==> src/logic/i2c_status_defs.svh <==
`ifndef I2C_STATUS_DEFS_SVH
`define I2C_STATUS_DEFS_SVH
// register offsets
`define OFS_STATUS 4'h0
`define OFS_TXBUF 4'h1
`define OFS_RXBUF 4'h2
`define OFS_IRQ_STAT 4'h3
`define OFS_IRQ_MASK 4'h4
`define OFS_CTRL 4'h5
// status bit positions
`define BIT_TX_FULL 0
`define BIT_RX_FULL 1
`define BIT_RW 2
`define BIT_START 3
`define BIT_STOP 4
`define BIT_DA 5
`define BIT_OV 6
`define BIT_WCOL 7
`define BIT_TEN_BIT 8
// interrupt event bit positions
`define EV_RX 0
`define EV_TXDONE 1
`define EV_OV 2
`define EV_WCOL 3
`define EV_STOP 4
// reset values
`define STATUS_RST 16'h0000
`define MASK_RST 5'h00
`endif

==> src/logic/i2c_status_pkg.sv <==
package i2c_status_pkg;
    // one-hot transmit state codes; no module here uses them
    typedef enum logic [2:0] {
        EVT_IDLE = 3'b001,
        EVT_BUSY = 3'b010,
        EVT_DONE = 3'b100
    } tx_state_t;
    typedef logic [7:0] byte_t;
endpackage : i2c_status_pkg

==> src/logic/i2c_status_flags.sv <==
`include "i2c_status_defs.svh"
// Functional notes
// - set ten-bit match on second address byte
// - stop clears ten-bit match flag
// - busy transmit write sets collision flag
// - byte arriving into full buffer: overflow
// - data byte sets, address match clears, slave mode only
// - stop flag follows last bus condition
// - start flag follows last bus condition
// - direction one read, zero write
// - direction taken from each address byte in slave mode
// - receive full set on buffer load
// - receive buffer read clears full flag
// - accepted transmit write sets transmit full
// - shifting finished clears transmit full
module i2c_status_flags
(
    input wire logic core_clk,
    input wire logic rst_n,
    // register port
    input wire logic [3:0] reg_addr,
    input wire logic [15:0] reg_wdata,
    input wire logic reg_wr,
    input wire logic reg_rd,
    output logic [15:0] reg_rdata,
    // shift engine side, same clock
    input wire logic start_seen,
    input wire logic stop_seen,
    input wire logic addr_byte_done,
    input wire logic addr_rw_bit,
    input wire logic addr_matched,
    input wire logic ten_bit_second_match,
    input wire logic data_byte_done,
    input wire i2c_status_pkg::byte_t receive_shift_register,
    input wire logic slave_mode,
    input wire logic port_busy,
    input wire logic tx_shift_done,
    output logic tx_load,
    output i2c_status_pkg::byte_t transmit_buffer,
    output logic irq
);
    import i2c_status_pkg::*;

    ////////////////////////////////////////////////////////////////////
    // helpers

    // true when a strobe targets one register index
    // every strobe decode goes through here, so all strobes match alike
    function automatic logic hit(
        input logic strobe, // read or write strobe
        input logic [3:0] addr, // index on the bus
        input logic [3:0] index // index of the target
    );
        return strobe && (addr == index);
    endfunction : hit

    ////////////////////////////////////////////////////////////////////
    // state

    // status flags, one per status bit
    logic ten_bit_addr_matched; // second address byte matched
    logic write_collision_flag; // transmit write refused
    logic receive_overflow_flag; // byte lost to a full buffer
    logic data_addr_reg; // last byte was data
    logic stop_flag_reg; // last condition was stop
    logic start_flag_reg; // last condition was start
    logic rw_reg; // direction of the transfer
    logic receive_full_flag; // receive buffer holds a byte
    logic transmit_full_flag; // transmit buffer holds a byte

    // received byte kept for software
    byte_t receive_buffer; // last accepted byte

    // interrupt state
    logic [4:0] irq_stat_reg; // sticky events
    logic [4:0] irq_mask_reg; // event enables
    logic [4:0] ev_next; // events of this cycle

    // read path
    logic [15:0] status_word; // assembled status

    // decoded register strobes
    logic tx_wr; // transmit buffer write
    logic rx_rd; // receive buffer read
    logic stat_wr; // status word write
    logic stat_rd; // interrupt status read
    logic mask_wr; // interrupt mask write

    // events derived from strobes and flags
    logic wcol_event; // write meets a busy port or a full buffer
    logic ovf_event; // byte meets an unread buffer
    logic tx_clean_wr; // write allowed to load

    ////////////////////////////////////////////////////////////////////
    // strobe decode

    // one strobe per register target
    assign tx_wr = hit(reg_wr, reg_addr, `OFS_TXBUF);
    assign rx_rd = hit(reg_rd, reg_addr, `OFS_RXBUF);
    assign stat_wr = hit(reg_wr, reg_addr, `OFS_STATUS);
    assign stat_rd = hit(reg_rd, reg_addr, `OFS_IRQ_STAT);
    assign mask_wr = hit(reg_wr, reg_addr, `OFS_IRQ_MASK);

    assign wcol_event = tx_wr && (port_busy || transmit_full_flag);
    // byte meets unread buffer
    // a read in the same cycle frees the buffer, so no loss then
    assign ovf_event = data_byte_done && receive_full_flag && !rx_rd;
    assign tx_clean_wr = tx_wr && !wcol_event;

    ////////////////////////////////////////////////////////////////////
    // address and byte flags

    // ten-bit match, set by the engine, cleared by a stop
    always_ff @(posedge core_clk)
    begin
        if (!rst_n)
            ten_bit_addr_matched <= 1'b0; // power-on clear
        else if (stop_seen)
            ten_bit_addr_matched <= 1'b0;
        else if (ten_bit_second_match)
            ten_bit_addr_matched <= 1'b1;
    end

    // write collision, cleared only by a zero written to its bit
    // a new collision in the clearing cycle wins
    always_ff @(posedge core_clk)
    begin
        if (!rst_n)
            write_collision_flag <= 1'b0; // power-on clear
        else if (wcol_event)
            write_collision_flag <= 1'b1;
        // software writes a zero
        else if (stat_wr && !reg_wdata[`BIT_WCOL])
            write_collision_flag <= 1'b0;
    end

    // receive overflow, same clearing rule as the collision flag
    always_ff @(posedge core_clk)
    begin
        if (!rst_n)
            receive_overflow_flag <= 1'b0; // power-on clear
        else if (ovf_event)
            receive_overflow_flag <= 1'b1;
        // software writes a zero
        else if (stat_wr && !reg_wdata[`BIT_OV])
            receive_overflow_flag <= 1'b0;
    end

    // data or address indicator, slave mode only
    always_ff @(posedge core_clk)
    begin
        if (!rst_n)
            data_addr_reg <= 1'b0; // power-on clear
        else if (slave_mode && addr_byte_done && addr_matched)
            data_addr_reg <= 1'b0;
        else if (slave_mode && data_byte_done)
            data_addr_reg <= 1'b1;
    end

    ////////////////////////////////////////////////////////////////////
    // bus conditions

    // last condition seen; a stop beside a start wins
    always_ff @(posedge core_clk)
    begin
        if (!rst_n)
        begin
            stop_flag_reg <= 1'b0;
            start_flag_reg <= 1'b0;
        end
        else if (stop_seen)
        begin
            stop_flag_reg <= 1'b1;
            start_flag_reg <= 1'b0;
        end
        else if (start_seen)
        begin
            stop_flag_reg <= 1'b0;
            start_flag_reg <= 1'b1;
        end
    end

    // direction bit, refreshed by every address byte in slave mode
    always_ff @(posedge core_clk)
    begin
        if (!rst_n)
            rw_reg <= 1'b0; // power-on: write
        else if (slave_mode && addr_byte_done)
            rw_reg <= addr_rw_bit;
    end

    ////////////////////////////////////////////////////////////////////
    // data buffers

    // receive buffer; a byte that would overwrite an unread one is dropped
    always_ff @(posedge core_clk)
    begin
        if (!rst_n)
        begin
            receive_full_flag <= 1'b0;
            receive_buffer <= 8'h00;
        end
        else if (data_byte_done && (!receive_full_flag || rx_rd))
        begin
            receive_full_flag <= 1'b1;
            receive_buffer <= receive_shift_register;
        end
        else if (rx_rd)
            receive_full_flag <= 1'b0;
        // overflow keeps old byte: no load here
    end

    // transmit buffer; tx_load tells the engine a fresh byte waits
    always_ff @(posedge core_clk)
    begin
        if (!rst_n)
        begin
            transmit_full_flag <= 1'b0;
            transmit_buffer <= 8'h00;
            tx_load <= 1'b0;
        end
        else
        begin
            // load pulse lasts one cycle
            tx_load <= 1'b0;
            // clean write only
            // a collided write never touches the byte in flight
            if (tx_clean_wr)
            begin
                transmit_full_flag <= 1'b1;
                transmit_buffer <= reg_wdata[7:0];
                tx_load <= 1'b1;
            end
            else if (tx_shift_done)
                transmit_full_flag <= 1'b0;
        end
    end

    ////////////////////////////////////////////////////////////////////
    // interrupts

    // events of this cycle, one bit per kind
    always_comb
    begin
        ev_next = 5'h00;
        ev_next[`EV_RX] = data_byte_done; // byte arrived
        ev_next[`EV_TXDONE] = tx_shift_done && transmit_full_flag; // byte sent
        ev_next[`EV_OV] = ovf_event; // byte lost
        ev_next[`EV_WCOL] = wcol_event; // write refused
        ev_next[`EV_STOP] = stop_seen; // bus released
    end

    // sticky events; a read clears them but a new event still lands
    always_ff @(posedge core_clk)
    begin
        if (!rst_n)
            irq_stat_reg <= 5'h00;
        // read clears, set wins
        else if (stat_rd)
            irq_stat_reg <= ev_next;
        // accumulate
        else
            irq_stat_reg <= irq_stat_reg | ev_next;
    end

    // event enables, written whole
    always_ff @(posedge core_clk)
    begin
        if (!rst_n)
            irq_mask_reg <= `MASK_RST;
        else if (mask_wr)
            irq_mask_reg <= reg_wdata[4:0];
    end

    // level interrupt, one cycle behind the event
    always_ff @(posedge core_clk)
    begin
        if (!rst_n)
            irq <= 1'b0;
        else
            irq <= |((irq_stat_reg | ev_next) & irq_mask_reg);
    end

    ////////////////////////////////////////////////////////////////////
    // read path

    // status word; unused bits read as zero
    always_comb
    begin
        status_word = `STATUS_RST;
        // address and error flags
        status_word[`BIT_TEN_BIT] = ten_bit_addr_matched;
        status_word[`BIT_WCOL] = write_collision_flag;
        status_word[`BIT_OV] = receive_overflow_flag;
        // bus conditions and direction
        status_word[`BIT_DA] = data_addr_reg;
        status_word[`BIT_STOP] = stop_flag_reg;
        status_word[`BIT_START] = start_flag_reg;
        status_word[`BIT_RW] = rw_reg;
        // buffer occupancy
        status_word[`BIT_RX_FULL] = receive_full_flag;
        status_word[`BIT_TX_FULL] = transmit_full_flag;
    end

    // read data for one cycle after the strobe, zero otherwise
    always_ff @(posedge core_clk)
    begin
        if (!rst_n)
            reg_rdata <= 16'h0000;
        // strobe cycle: decode the index
        else if (reg_rd)
        begin
            unique case (reg_addr)
                `OFS_STATUS: reg_rdata <= status_word;
                `OFS_TXBUF: reg_rdata <= {8'h00, transmit_buffer};
                `OFS_RXBUF: reg_rdata <= {8'h00, receive_buffer};
                `OFS_IRQ_STAT: reg_rdata <= {11'h000, irq_stat_reg};
                `OFS_IRQ_MASK: reg_rdata <= {11'h000, irq_mask_reg};
                default: reg_rdata <= 16'h0000;
            endcase
        end
        // no strobe: bus reads zero
        else
            reg_rdata <= 16'h0000;
    end
endmodule : i2c_status_flags

==> config.mk <==
export PLATFORM = sky130hd
export DESIGN_NAME = i2c_status_flags
export DESIGN_NICKNAME = d
export VERILOG_FILES = /design/src/logic/i2c_status_pkg.sv /design/src/logic/i2c_status_flags.sv
export VERILOG_INCLUDE_DIRS = /design/src /design/src/logic
export SDC_FILE = /design/constraint.sdc
export NUM_CORES = 1
export LEC_CHECK = 0
export BUFFER_PORTS_ARGS = -buffer_cell sky130_fd_sc_hd__buf_2
export CAP_MARGIN = 20
export CORE_MARGIN = 2
export CORE_UTILIZATION = 44
export CTS_CLUSTER_DIAMETER = 200
export DETAILED_ROUTE_END_ITERATION = 6
export PLACE_DENSITY = 0.84
export SYNTH_ARGS = -nofsm -noshare
export SYNTH_HDL_FRONTEND = slang
export SYNTH_SLANG_ARGS = --single-unit
==> constraint.sdc <==
create_clock -name core_clk -period 1.3 [get_ports core_clk]
set_input_delay 0.26 -clock core_clk [delete_from_list [all_inputs] [get_ports core_clk]]
set_output_delay 0.26 -clock core_clk [all_outputs]
set_load 0.05 [all_outputs]
# --- Word level (Yosys, flattened, before mapping) ---
# Cells that the tools add are included.
classes:
  eq_ne: 4
  n_mux: 13
  n_bitwise: 3
  n_reduce_logical: 33
op_table:
  columns: ["cell", "count"]
  rows:
  - ["one-hot mux 9 bit (5 select lines)", 1]
  - ["logical AND 1 bit", 16]
  - ["two-way mux 1 bit", 11]
  - ["nonzero test 2 bit", 5]
  - ["== test 4 x 2 -> 1 bit, second input constant", 2]
  - ["AND 5 bit", 1]
  - ["zero test 1 bit", 5]
  - ["two-way mux 5 bit", 1]
  - ["bitwise OR 5 bit", 1]
  - ["OR reduction 5 bit", 1]
  - ["== test 4 x 1 -> 1 bit, second input constant", 1]
  - ["== test 4 x 3 -> 1 bit, second input constant", 1]
  - ["zero test 4 bit", 1]
  - ["OR reduction 2 bit", 2]
  - ["logical OR 1 bit", 2]
  - ["AND reduction 2 bit", 1]
  - ["inverter 1 bit", 1]
word_totals:
  reg_bits: 53
  out_inout_bits: 26
  word_cells: 69

# --- Depth between registers and ports, before layout ---
# Gate-level depths: netlist of run 1.
depth:
  word_depth: 7
  depth_mapped: 5

# --- Worst setup path before layout of run 1 ---
# Ideal clock, no wire load.
synth_path:
  kind: "in2reg"
  start: "input reg_addr[0]"
  end: "register receive_buffer[0]"
  setup_time_ns: 0.072
  arrival_ns: 1.262
  required_time_ns: 1.228
  slack_ns: -0.034
  cell_stages: 5
  n_path_buf: 1
  cell_sequence: "nor4b_4 a21boi_2 nor2b_2 buf_6 mux2i_1"
synth_via:
  elab_chain_len: 4
synth_rtl:
  columns: ["element", "line_no", "source"]
  rows:
  - ["start, declared", "i2c_status_flags.sv:21", "input wire logic [3:0] reg_addr,"]
  - ["== test 4 x 2 -> 1 bit", "i2c_status_flags.sv:54", "return strobe && (addr == index);"]
  - ["logical AND 1 bit", "i2c_status_flags.sv:54", null]
  - ["logical OR 1 bit", "i2c_status_flags.sv:203", "else if (data_byte_done && (!receive_full_flag || rx_rd))"]
  - ["logical AND 1 bit", "i2c_status_flags.sv:203", null]
  - ["end signal, assigned", "i2c_status_flags.sv:206", "receive_buffer <= receive_shift_register;"]
  - ["end, declared", "i2c_status_flags.sv:72", "byte_t receive_buffer;"]
# Every way passes these cells.
# A chain may end at the register's enable or synchronous reset.

# --- Worst setup path in the final report of run 1 ---
layout_path:
  start: "input reg_addr[0]"
  end: "register write_collision_flag"
layout_via:
  elab_chain_len: 4
  word_cells_on_any_way: 8
layout_rtl:
  columns: ["element", "line_no", "source"]
  rows:
  - ["== test 4 x 1 -> 1 bit or zero test 4 bit (tied branches)", "i2c_status_flags.sv:54", null]
  - ["logical AND 1 bit", "i2c_status_flags.sv:54", null]
  - ["logical AND 1 bit, on equally long branches", "i2c_status_flags.sv:104, i2c_status_flags.sv:133", null]
  - ["two-way mux 1 bit or nonzero test 2 bit (tied branches)", null, null]
  - ["end signal, assigned", "i2c_status_flags.sv:129", "write_collision_flag <= 1'b0;"]
  - ["end signal, assigned", "i2c_status_flags.sv:131", "write_collision_flag <= 1'b1;"]
  - ["end signal, assigned", "i2c_status_flags.sv:134", "write_collision_flag <= 1'b0;"]
  - ["end, declared", "i2c_status_flags.sv:62", "logic write_collision_flag;"]
# Several ways; a longest one is shown, not always the timed one.

==> summary.md, run 1 <==
| Metric | Value |
|---|---|
| Status | finished, final reports clean |
| Most frequent cells in the layout | buf_2 (52), dfxtp_1 (46), nand2_1 (29) |
| Die width | 68.88 µm |
| Area Overhead vs Synth | 28.65% |
| Yosys Warn Count | 0 |
| Maximum VDD drop | 0.5121 mV |
| First DRT Iteration DRCs | 155 |
| Synth Cell Area | 0.001852 mm² |
| Cells after synthesis | 200 |
| Worst hold path type | input port to flop |
| Critical Path Sink Type | flop |
| Bufs and invs on worst path | 3 |
| Final Skew | 3.763 ps |
| Share of cells above drive strength 1 | 32.12% |
| Post-CTS setup buffers | 0 |
| Post-synth EDFFs | 0 |
| Routability cong. | 0.8435 |
| Max H-tree Level | 2 |
| Crit Path Max Fanout | 8 |
| MaxCap Viol Count | 0 |
| First-pass GRT wire length | 7389 µm |
| Pin count of the biggest net entering global routing | 14 |
| Final ANT Viol Nets | 0 |
| Initial Utilization | 45.96% |
| # hold bufs at CTS | 0 |
| CP most frequent cell | buf_4 |
| Clk pwr share | 31.2% |
| Met1 usage | 26.98% |
| Top flop regs | reg_rdata: 9 flops, receive_buffer: 8 flops, transmit_buffer: 8 flops |
| Commonest non-fill, non-tap cell in the layout | buf_2 |
| Biggest register | reg_rdata |
| Most used routing layer | met2 |
| DP Cell Count | 317 |
| Final setup viols | 0 |
| Crit path time final | 1239 ps |
| Async set or reset register ratio after synthesis | 0% |
| Met3 usage | 6.331% |
| Clk root buf | clkbuf_8 |
| Die Area | 0.004744 mm² |
| Worst-Skew Late Latency | 300 ps |
| Clk pin slew, worst setup/hold paths | 80 ps |
| Hpwl dp | 3462 µm |
| DR WL/cell | 14.31 µm |
| Post-synth cell types | 29 |
| Flop pwr share | 56.6% |
| Vias in the first global route | 1611 |
| Core Area | 0.004029 mm² |
| Vias | 1723 |
| Pint | 1.950 mW |
| Period utilization | 95.28% |
| I/O Pins | 68 |
| WL final | 4637 µm |
| M2 GR Usage | 34.50% |
| Switch share | 25.18% |
| Inserted Clock Buffers | 5 |
| Non-Filler Instances | 324 |
| Delay-heaviest family, CP | buffers and inverters |
| Lkg Pwr | 1.091 nW |
| GR Overflow Total | 0 |
| Synth Register Bits | 46 |
| Antenna fix cells | 0 |
| CTS tree | done |
| Port buffer count | 52 |
| Max Slew Vio Count | 0 |
| Peak Freq | 807.3 MHz |
| Antenna violations before repair | 0 |
| Vias per cell | 5.318 |
| Pwr/cell area | 1094 mW/mm² |
| Predominant post-synthesis flop cell | dfxtp_1 |
| Slowest cell on crit path | nor4_2 |
| CP max stage delay | 280 ps |
| RSZ-0062 raised after global routing | no |
| Worst EP arrival | 1430 ps |
| Global Route Usage Sum | 21.48% |
| Setup TNS | 0 ps |
| CP Data Required Time | 1490 ps |
| Rows | 23 |
| Gate power share | 12.2% |
| Worst-path cell chain | buf_2 -> buf_4 -> nor4_2 -> buf_4 -> nand2_1 -> o21ai_0 -> a21oi_1 |
| Post-CTS resize count | 0 |
| Sink Count | 46 |
| Max reg flops | 9 |
| Final Hold Viols | 0 |
| DRT Pass-1 Iters | 6 |
| Die Span Y | 68.88 µm |
| Post-route DRC | 0 |
| CP startpoint kind | input port |
| Post-synthesis sequential area ratio | 49.73% |
| Total Nets Final | 316 |
| Syn Area/Cell | 9.259 µm² |
| Longest Clk Path Bufs | 2 |
| Crit Path Class | input port to flop |
| Switching power | 656.3 µW |
==> metrics by stage <==
step | power (mW) | hold slack, ps | setup WS [ps] | area [µm²] | util, %
final | 2.606 | 156.4 | 61.34 | 2382 | 59.13
after global routing | 2.718 | 165.1 | 30.33 | 2382 | 59.13
after CTS | 2.631 | 148.8 | 75.59 | 2376 | 58.98
after detailed placement | 1.821 | 454.2 | -234.2 | 2300 | 57.08
after global placement | 1.814 | 441.4 | -170.9 | 2300 | 57.08
after floorplan | 1.689 | 368.8 | -30.86 | 1874 | -
==> synth_stat cells, drive strengths merged (2+ instances only) <==
master	instances	share of area [%]
inv	2	0.41
a21oi	21	5.7
nor2	23	4.7
buf	11	4.3
a22oi	7	2.8
a222oi	8	4.3
nand3	9	2.4
dfxtp	46	50
o21ai	5	1.4
nand2	29	5.9
mux2i	16	8.6
clkbuf	5	1.0
nand2b	2	0.68
nand4b	2	0.95
nor4b	3	2.2
==> metal layers <==
metal	routed length (µm)	part of all wire (%)
met1	1937	42
met5	0	0
met4	103	2.2
met2	2162	47
met3	434	9.4
==> cells by family (layout without fill, tap and decap cells) <==
family          count (synthesis)  in the layout  share of synthesized area [%]
compound gates                 45             45                          16.01
other cells                     1              7                         0.2025
mux                            16             16                          8.648
simple gates                   73             73                          19.53
flops                          46             46                          49.73
buf+inv                        19             87                          5.878
==> power by group through the flow <==
stage	Sequential [mW]	Clock (mW)	Combinational, mW
after global placement	1.51	0	0.308
final	1.48	0.812	0.319
after CTS	1.47	0.841	0.316
after global routing	1.48	0.891	0.348
after detailed placement	1.51	0	0.314
after floorplan	1.51	0	0.179
==> path summary, 6_finish.rpt <==
check / endpoint / depth (start not counted) / slack, ps / startpoint
setup / recovery: write_collision_flag$_SDFFE_PN0P_ / 7 / 60 / reg_addr[0]
hold / removal: data_addr_reg$_SDFFE_PP0P_ / 2 / 160 / addr_matched
setup reg to reg: transmit_buffer[5]$_SDFFE_PN0P_ / 5 / 160 / transmit_full_flag$_SDFFE_PN0P_
hold reg to reg: receive_buffer[4]$_SDFFE_PN0P_ / 2 / 470 / receive_buffer[4]$_SDFFE_PN0P_
==> cell type report <==
class	instances	area, µm²
Fill cell	359	1647
Sequential cell	46	920.9
Clock buffer	7	76.32
Timing Repair Buffer	77	460.4
Multi-Input combinational cell	141	850.8
Tap cell	50	62.56
Inverter	3	11.26
Note: power is estimated with default switching activity, not from simulation.
==> run 2: changes to the inputs <==
--- a/config.mk
+++ b/config.mk
@@ -9,10 +9,10 @@
 export BUFFER_PORTS_ARGS = -buffer_cell sky130_fd_sc_hd__buf_2
 export CAP_MARGIN = 20
 export CORE_MARGIN = 2
-export CORE_UTILIZATION = 44
+export CORE_UTILIZATION = 45
 export CTS_CLUSTER_DIAMETER = 200
 export DETAILED_ROUTE_END_ITERATION = 6
-export PLACE_DENSITY = 0.84
+export PLACE_DENSITY = 0.83
 export SYNTH_ARGS = -nofsm -noshare
 export SYNTH_HDL_FRONTEND = slang
 export SYNTH_SLANG_ARGS = --single-unit
==> constraint.sdc (replaced) <==
create_clock -name core_clk -period 1.2 [get_ports core_clk]
set_input_delay 0.24 -clock core_clk [delete_from_list [all_inputs] [get_ports core_clk]]
set_output_delay 0.24 -clock core_clk [all_outputs]
set_load 0.05 [all_outputs]
==> run 2 against run 1 <==
- the run now ends with DRC left
- total power is 18% higher
- hold slack worse by 12 ps
- register-to-register slack worse by 90 ps
- sequential share of layout area is 0.42 points lower
- combinational power is 7.5% higher
- largest power group unchanged
- highest routed layer unchanged
==> summary.md, run 2 (synthesis results as in run 1) <==
| Metric | Value |
|---|---|
| Routability cong. | 0.8836 (was 0.8435) |
| Crit Path Class | flop to primary output (was input port to flop) |
| DR WL/cell | 13.93 µm (was 14.31 µm) |
| Peak Freq | 856.2 MHz |
| Lkg Pwr | 1.088 nW (was 1.091 nW) |
| Share of cells above drive strength 1 | 32.10% (was 32.12%) |
| Crit Path Max Fanout | 3 (was 8) |
| Multi-input logic area | 859.6 µm² (was 850.8 µm²) |
| Critical Path Sink Type | primary output (was flop) |
| Clk root buf | clkbuf_8 (unchanged) |
| Global Route Usage Sum | 20.55% (was 21.48%) |
| Rows | 23 (unchanged) |
| Max Slew Vio Count | 0 (unchanged) |
| Antenna violations before repair | 0 (unchanged) |
| Die Span Y | 68.15 µm (was 68.88 µm) |
| Die width | 68.15 µm (was 68.88 µm) |
| Final worst slack | 32.06 ps (was 61.34 ps) |
| Worst EP arrival | 930 ps (was 1430 ps) |
| Port buffer count | 52 (unchanged) |
| WL final | 4473 µm (was 4637 µm) |
| GR Overflow Total | 0 (unchanged) |
| Vias in the first global route | 1474 (was 1611) |
| CTS tree | done (unchanged) |
| Core Area | 0.003971 mm² (was 0.004029 mm²) |
| Top flop regs | reg_rdata: 9 flops, receive_buffer: 8 flops, transmit_buffer: 8 flops (unchanged) |
| Initial Utilization | 46.63% (was 45.96%) |
| First-pass GRT wire length | 6886 µm (was 7389 µm) |
| Inserted Clock Buffers | 5 (unchanged) |
| Vias | 1687 (was 1723) |
| Biggest register | reg_rdata (unchanged) |
| Slowest cell on crit path | dfxtp_1 (was nor4_2) |
| First DRT Iteration DRCs | 158 (was 155) |
| Post-CTS setup buffers | 0 (unchanged) |
| Final ANT Viol Nets | 0 (unchanged) |
| Period utilization | 97.33% |
| Most frequent cells in the layout | dfxtp_1 (46), buf_2 (46), nand2_1 (29) (was buf_2 (52), dfxtp_1 (46), nand2_1 (29)) |
| Worst-path cell chain | buf_2 (was buf_2 -> buf_4 -> nor4_2 -> buf_4 -> nand2_1 -> o21ai_0 -> a21oi_1) |
| Dpl ws | -260.1 ps (was -234.2 ps) |
| Post-route DRC | 5 (was 0) |
| CP startpoint kind | flop (was input port) |
| Register Area | 920.9 µm² (unchanged) |
| Filler cell count | 360 (was 359) |
| Final Skew | 9.599 ps (was 3.763 ps) |
| Hpwl dp | 3435 µm (was 3462 µm) |
| RSZ-0062 raised after global routing | no (unchanged) |
| Total Nets Final | 312 (was 316) |
| Fin Hold WS | 144.8 ps (was 156.4 ps) |
| Longest Clk Path Bufs | 2 (unchanged) |
| Setup TNS | 0 ps (unchanged) |
| Sink Count | 46 (unchanged) |
| # hold bufs at CTS | 0 (unchanged) |
| Final setup viols | 0 (unchanged) |
| Violated checks | DRC |
| Status | finished, violations left (was finished, final reports clean) |
| DRT Pass-1 Iters | 7 (was 6) |
| CP max stage delay | 360 ps (was 280 ps) |
| Crit path time final | 1168 ps |
| I/O Pins | 68 (unchanged) |
| Vias per cell | 5.255 (was 5.318) |
| Final Hold Viols | 0 (unchanged) |
| Worst hold path type | input port to flop (unchanged) |
| Max H-tree Level | 2 (unchanged) |
| Pin count of the biggest net entering global routing | 20 (was 14) |
| MaxCap Viol Count | 0 (unchanged) |
| Worst-Skew Late Latency | 300 ps (about the same) |
| Area Overhead vs Synth | 30.07% (was 28.65%) |
| Max reg flops | 9 (unchanged) |
| CP Data Required Time | 960 ps (was 1490 ps) |
| Antenna fix cells | 0 (unchanged) |
| Maximum VDD drop | 0.8734 mV (was 0.5121 mV) |
| Bufs and invs on worst path | 1 (was 3) |
| Die Area | 0.004644 mm² (was 0.004744 mm²) |
| Post-CTS resize count | 0 (unchanged) |
| Delay-heaviest family, CP | flip-flops (was buffers and inverters) |
| Clk pin slew, worst setup/hold paths | 90 ps (was 80 ps) |
| Pwr/cell area | 1273 mW/mm² (was 1094 mW/mm²) |
[run 2: cell count changes in the layout (fill, tap and decap cells not counted), moves of 2 or more]
cell	delta
buf_4	-4
clkbuf_4	+6
buf_2	-6
clkinv_2	+2
clkbuf_1	-2
[run 2: path summary, 6_finish.rpt]
path / startpoint / to / slack [ps] / depth (start not counted)
hold reg to reg: ten_bit_addr_matched$_SDFFE_PP0P_ / ten_bit_addr_matched$_SDFFE_PP0P_ / 470 / 2
hold / removal: ten_bit_second_match / ten_bit_addr_matched$_SDFFE_PP0P_ / 140 / 3
setup reg to reg: transmit_full_flag$_SDFFE_PN0P_ / transmit_buffer[6]$_SDFFE_PN0P_ / 70 / 5
setup / recovery: transmit_buffer[4]$_SDFFE_PN0P_ / transmit_buffer[4] / 30 / 1
[run 2: worst register-to-register path, stage by stage (launching register included)]
cell     delay, ps
dfxtp_1        320
nor2_1         180
nand3_1        100
buf_4          200
mux2i_1        180
nor2_1          60
[run 2: layer usage]
metal  wire [µm]  up-vias  global-route usage [%]
met4          59        0                   6.000
li1            -      840                       -
met2        2036       85                   32.04
met1        1927      755                   27.34
met3         450        7                   6.414
met5           0        -                       0
[run 2: power breakdown]
group / internal, mW / switching (mW) / total (mW)
clock network: 0.613 / 0.511 / 1.12
logic: 0.137 / 0.206 / 0.343
registers: 1.57 / 0.0284 / 1.60
[run 2: per-stage QoR]
stage	utilization, %	std cells	power (mW)	cell area [µm²]
global route	60.65	321	3.170	2409
detailed placement	57.37	313	1.972	2278
floorplan	-	206	1.830	1883
finish	60.65	321	3.066	2409
CTS	60.11	321	3.075	2387
global placement	57.37	313	1.965	2278
[run 2: final cells by class]
| cell class | count | area share [%] |
|---|---|---|
| Inverter | 3 | 0.4675 |
| Tap cell | 50 | 2.597 |
| Multi-Input combinational cell | 141 | 35.69 |
| Clock buffer | 5 | 2.857 |
| Clock inverter | 3 | 1.662 |
| Sequential cell | 46 | 38.23 |
| Timing Repair Buffer | 73 | 18.49 |
==> run 3: changes to the inputs <==
--- a/config.mk
+++ b/config.mk
@@ -13,6 +13,7 @@
 export CTS_CLUSTER_DIAMETER = 200
 export DETAILED_ROUTE_END_ITERATION = 6
 export PLACE_DENSITY = 0.83
+export SETUP_SLACK_MARGIN = 0.05
 export SYNTH_ARGS = -nofsm -noshare
 export SYNTH_HDL_FRONTEND = slang
 export SYNTH_SLANG_ARGS = --single-unit
==> run 3 against run 2 <==
- the run now ends clean
- hold slack gained 6.0 ps
- setup slack gained 40 ps
- cell count shrank 0.31%
- clock skew shrank 2.6 ps
- flip-flop and latch count is the same
- critical path depth is the same
- total power grew 0.12%
- combinational power grew 3%
- critical endpoint is now transmit_buffer[0]
- largest power group unchanged
- highest routed layer unchanged
==> summary.md, run 3 (synthesis results as in run 1) <==
| Metric | Value |
|---|---|
| CP startpoint kind | flop (unchanged) |
| Lkg Pwr | 1.097 nW (was 1.088 nW) |
| Status | finished, final reports clean (was finished, violations left) |
| Switching power | 744.0 µW (was 745.9 µW) |
| DRT Pass-1 Iters | 5 (was 7) |
| Max H-tree Level | 2 (unchanged) |
| Antenna fix cells | 0 (unchanged) |
| Crit Path Class | flop to primary output (unchanged) |
| Initial Utilization | 46.63% (unchanged) |
| Worst hold path type | input port to flop (unchanged) |
| Post-CTS setup buffers | 0 (unchanged) |
| Final Hold Viols | 0 (unchanged) |
| Sink Count | 46 (unchanged) |
| Worst-Skew Late Latency | 300 ps (about the same) |
| Flop pwr share | 52.1% (about the same) |
| Die width | 68.15 µm (unchanged) |
| Most frequent cells in the layout | dfxtp_1 (46), buf_2 (39), nand2_1 (29) (was dfxtp_1 (46), buf_2 (46), nand2_1 (29)) |
| Pint | 2.326 mW (was 2.320 mW) |
| Global Route Usage Sum | 20.44% (was 20.55%) |
| Rows | 23 (unchanged) |
| Pwr/cell area | 1247 mW/mm² (was 1273 mW/mm²) |
| DR WL/cell | 14.33 µm (was 13.93 µm) |
| # hold bufs at CTS | 0 (unchanged) |
| Critical Path Sink Type | primary output (unchanged) |
| Setup TNS | 0 ps (unchanged) |
| Inserted Clock Buffers | 5 (unchanged) |
| Slowest cell on crit path | dfxtp_1 (unchanged) |
| Clk root buf | clkbuf_8 (unchanged) |
| Worst-path cell chain | buf_4 (was buf_2) |
| CP Data Required Time | 960 ps (about the same) |
| Core Area | 0.003971 mm² (unchanged) |
| Final ANT Viol Nets | 0 (unchanged) |
| Port buffer count | 52 (unchanged) |
| Final setup viols | 0 (unchanged) |
| Bufs and invs on worst path | 1 (unchanged) |
| Period utilization | 93.96% (was 97.33%) |
| Post-route DRC | 0 (was 5) |
| CTS tree | done (unchanged) |
| Longest Clk Path Bufs | 2 (unchanged) |
| RSZ-0062 raised after global routing | yes (was no) |
| Total Nets Final | 311 (was 312) |
| Vias | 1729 (was 1687) |
| Delay-heaviest family, CP | flip-flops (unchanged) |
| Die Span Y | 68.15 µm (unchanged) |
| Worst EP arrival | 890 ps (was 930 ps) |
| Hpwl dp | 3504 µm (was 3435 µm) |
| MaxCap Viol Count | 0 (unchanged) |
| Filler cell count | 346 (was 360) |
| Max reg flops | 9 (unchanged) |
| WL final | 4587 µm (was 4473 µm) |
| Switch share | 24.24% (was 24.33%) |
| Clk pwr share | 36.4% (was 36.7%) |
| Vias per cell | 5.403 (was 5.255) |
| First-pass GRT wire length | 6858 µm (was 6886 µm) |
| Max Slew Vio Count | 0 (unchanged) |
| Clk pin slew, worst setup/hold paths | 80 ps (was 90 ps) |
| CP max stage delay | 380 ps (was 360 ps) |
| Total Power | 3.070 mW (was 3.066 mW) |
| I/O Pins | 68 (unchanged) |
| Maximum VDD drop | 0.7270 mV (was 0.8734 mV) |
| GR Overflow Total | 0 (unchanged) |
| Final Skew | 6.954 ps (was 9.599 ps) |
| Biggest register | reg_rdata (unchanged) |
| Routability cong. | 0.8521 (was 0.8836) |
| Commonest non-fill, non-tap cell in the layout | dfxtp_1 |
| First DRT Iteration DRCs | 152 (was 158) |
| Share of cells above drive strength 1 | 32.59% (was 32.10%) |
| Pin count of the biggest net entering global routing | 15 (was 20) |
| Top flop regs | reg_rdata: 9 flops, receive_buffer: 8 flops, transmit_buffer: 8 flops (unchanged) |
| Gate power share | 11.5% (was 11.2%) |
| Area Overhead vs Synth | 32.91% (was 30.07%) |
| Antenna violations before repair | 0 (unchanged) |
| Die Area | 0.004644 mm² (unchanged) |
| Crit path time final | 1127 ps (was 1168 ps) |
| Peak Freq | 886.9 MHz (was 856.2 MHz) |
| Vias in the first global route | 1479 (was 1474) |
| Crit Path Max Fanout | 3 (unchanged) |
[run 3: cell count changes in the layout (fill, tap and decap cells not counted), sizes merged]
cell | previous run | this run
clkbuf | 11 | 8
buf | 67 | 69
[run 3: power groups by stage]
stage / registers, mW / clock network, mW / logic (mW)
2_1_floorplan: 1.64 / 0 / 0.195
3_3_place_gp: 1.63 / 0 / 0.330
3_5_place_dp: 1.63 / 0 / 0.336
4_1_cts: 1.60 / 1.14 / 0.339
5_1_grt: 1.60 / 1.19 / 0.379
6_report: 1.60 / 1.12 / 0.352
[run 3: metrics by stage]
step	util, %	instances	cell area, µm²	setup slack [ps]	hold WS (ps)
after floorplan	-	206	1889	-110.9	348.8
after CTS	60.59	320	2406	51.82	139.6
after global placement	57.34	312	2277	-170.6	443.6
after global routing	61.97	320	2461	40.20	160.6
final	61.97	320	2461	72.53	150.7
after detailed placement	57.34	312	2277	-241.6	449.3
[run 3: layer usage]
metal | vias up | GRT usage [%] | wire length (µm)
met5 | - | 0 | 0
met4 | 0 | 9.000 | 68
met3 | 7 | 5.592 | 475
met2 | 95 | 31.43 | 2193
met1 | 783 | 26.77 | 1850
li1 | 844 | - | -
[run 3: layout make-up]
type / count / area [µm²] / area share [%]
repair buffers: 72 / 481.7 / 19.57
flip-flops and latches: 46 / 920.9 / 37.42
clock buffers: 5 / 68.82 / 2.796
well taps: 50 / 62.56 / 2.542
clock inverters: 3 / 40.04 / 1.627
inverters: 3 / 11.26 / 0.4575
multi-input cells: 141 / 875.8 / 35.59
[run 3: path summary, 6_finish.rpt]
path / startpoint / endpoint / slack (ps) / cells past startpoint
hold reg to reg: rw_reg$_SDFFE_PN0P_ / rw_reg$_SDFFE_PN0P_ / 460 / 2
setup / recovery: transmit_buffer[0]$_SDFFE_PN0P_ / transmit_buffer[0] / 70 / 1
hold / removal: addr_matched / data_addr_reg$_SDFFE_PP0P_ / 150 / 2
setup reg to reg: transmit_full_flag$_SDFFE_PN0P_ / transmit_buffer[5]$_SDFFE_PN0P_ / 130 / 5
[run 3: repair_timing]
item / in CTS / in global routing
gates resized for setup: 8 / 17
pin swaps: 0 / 3
endpoints found under the setup margin: 8 / 22
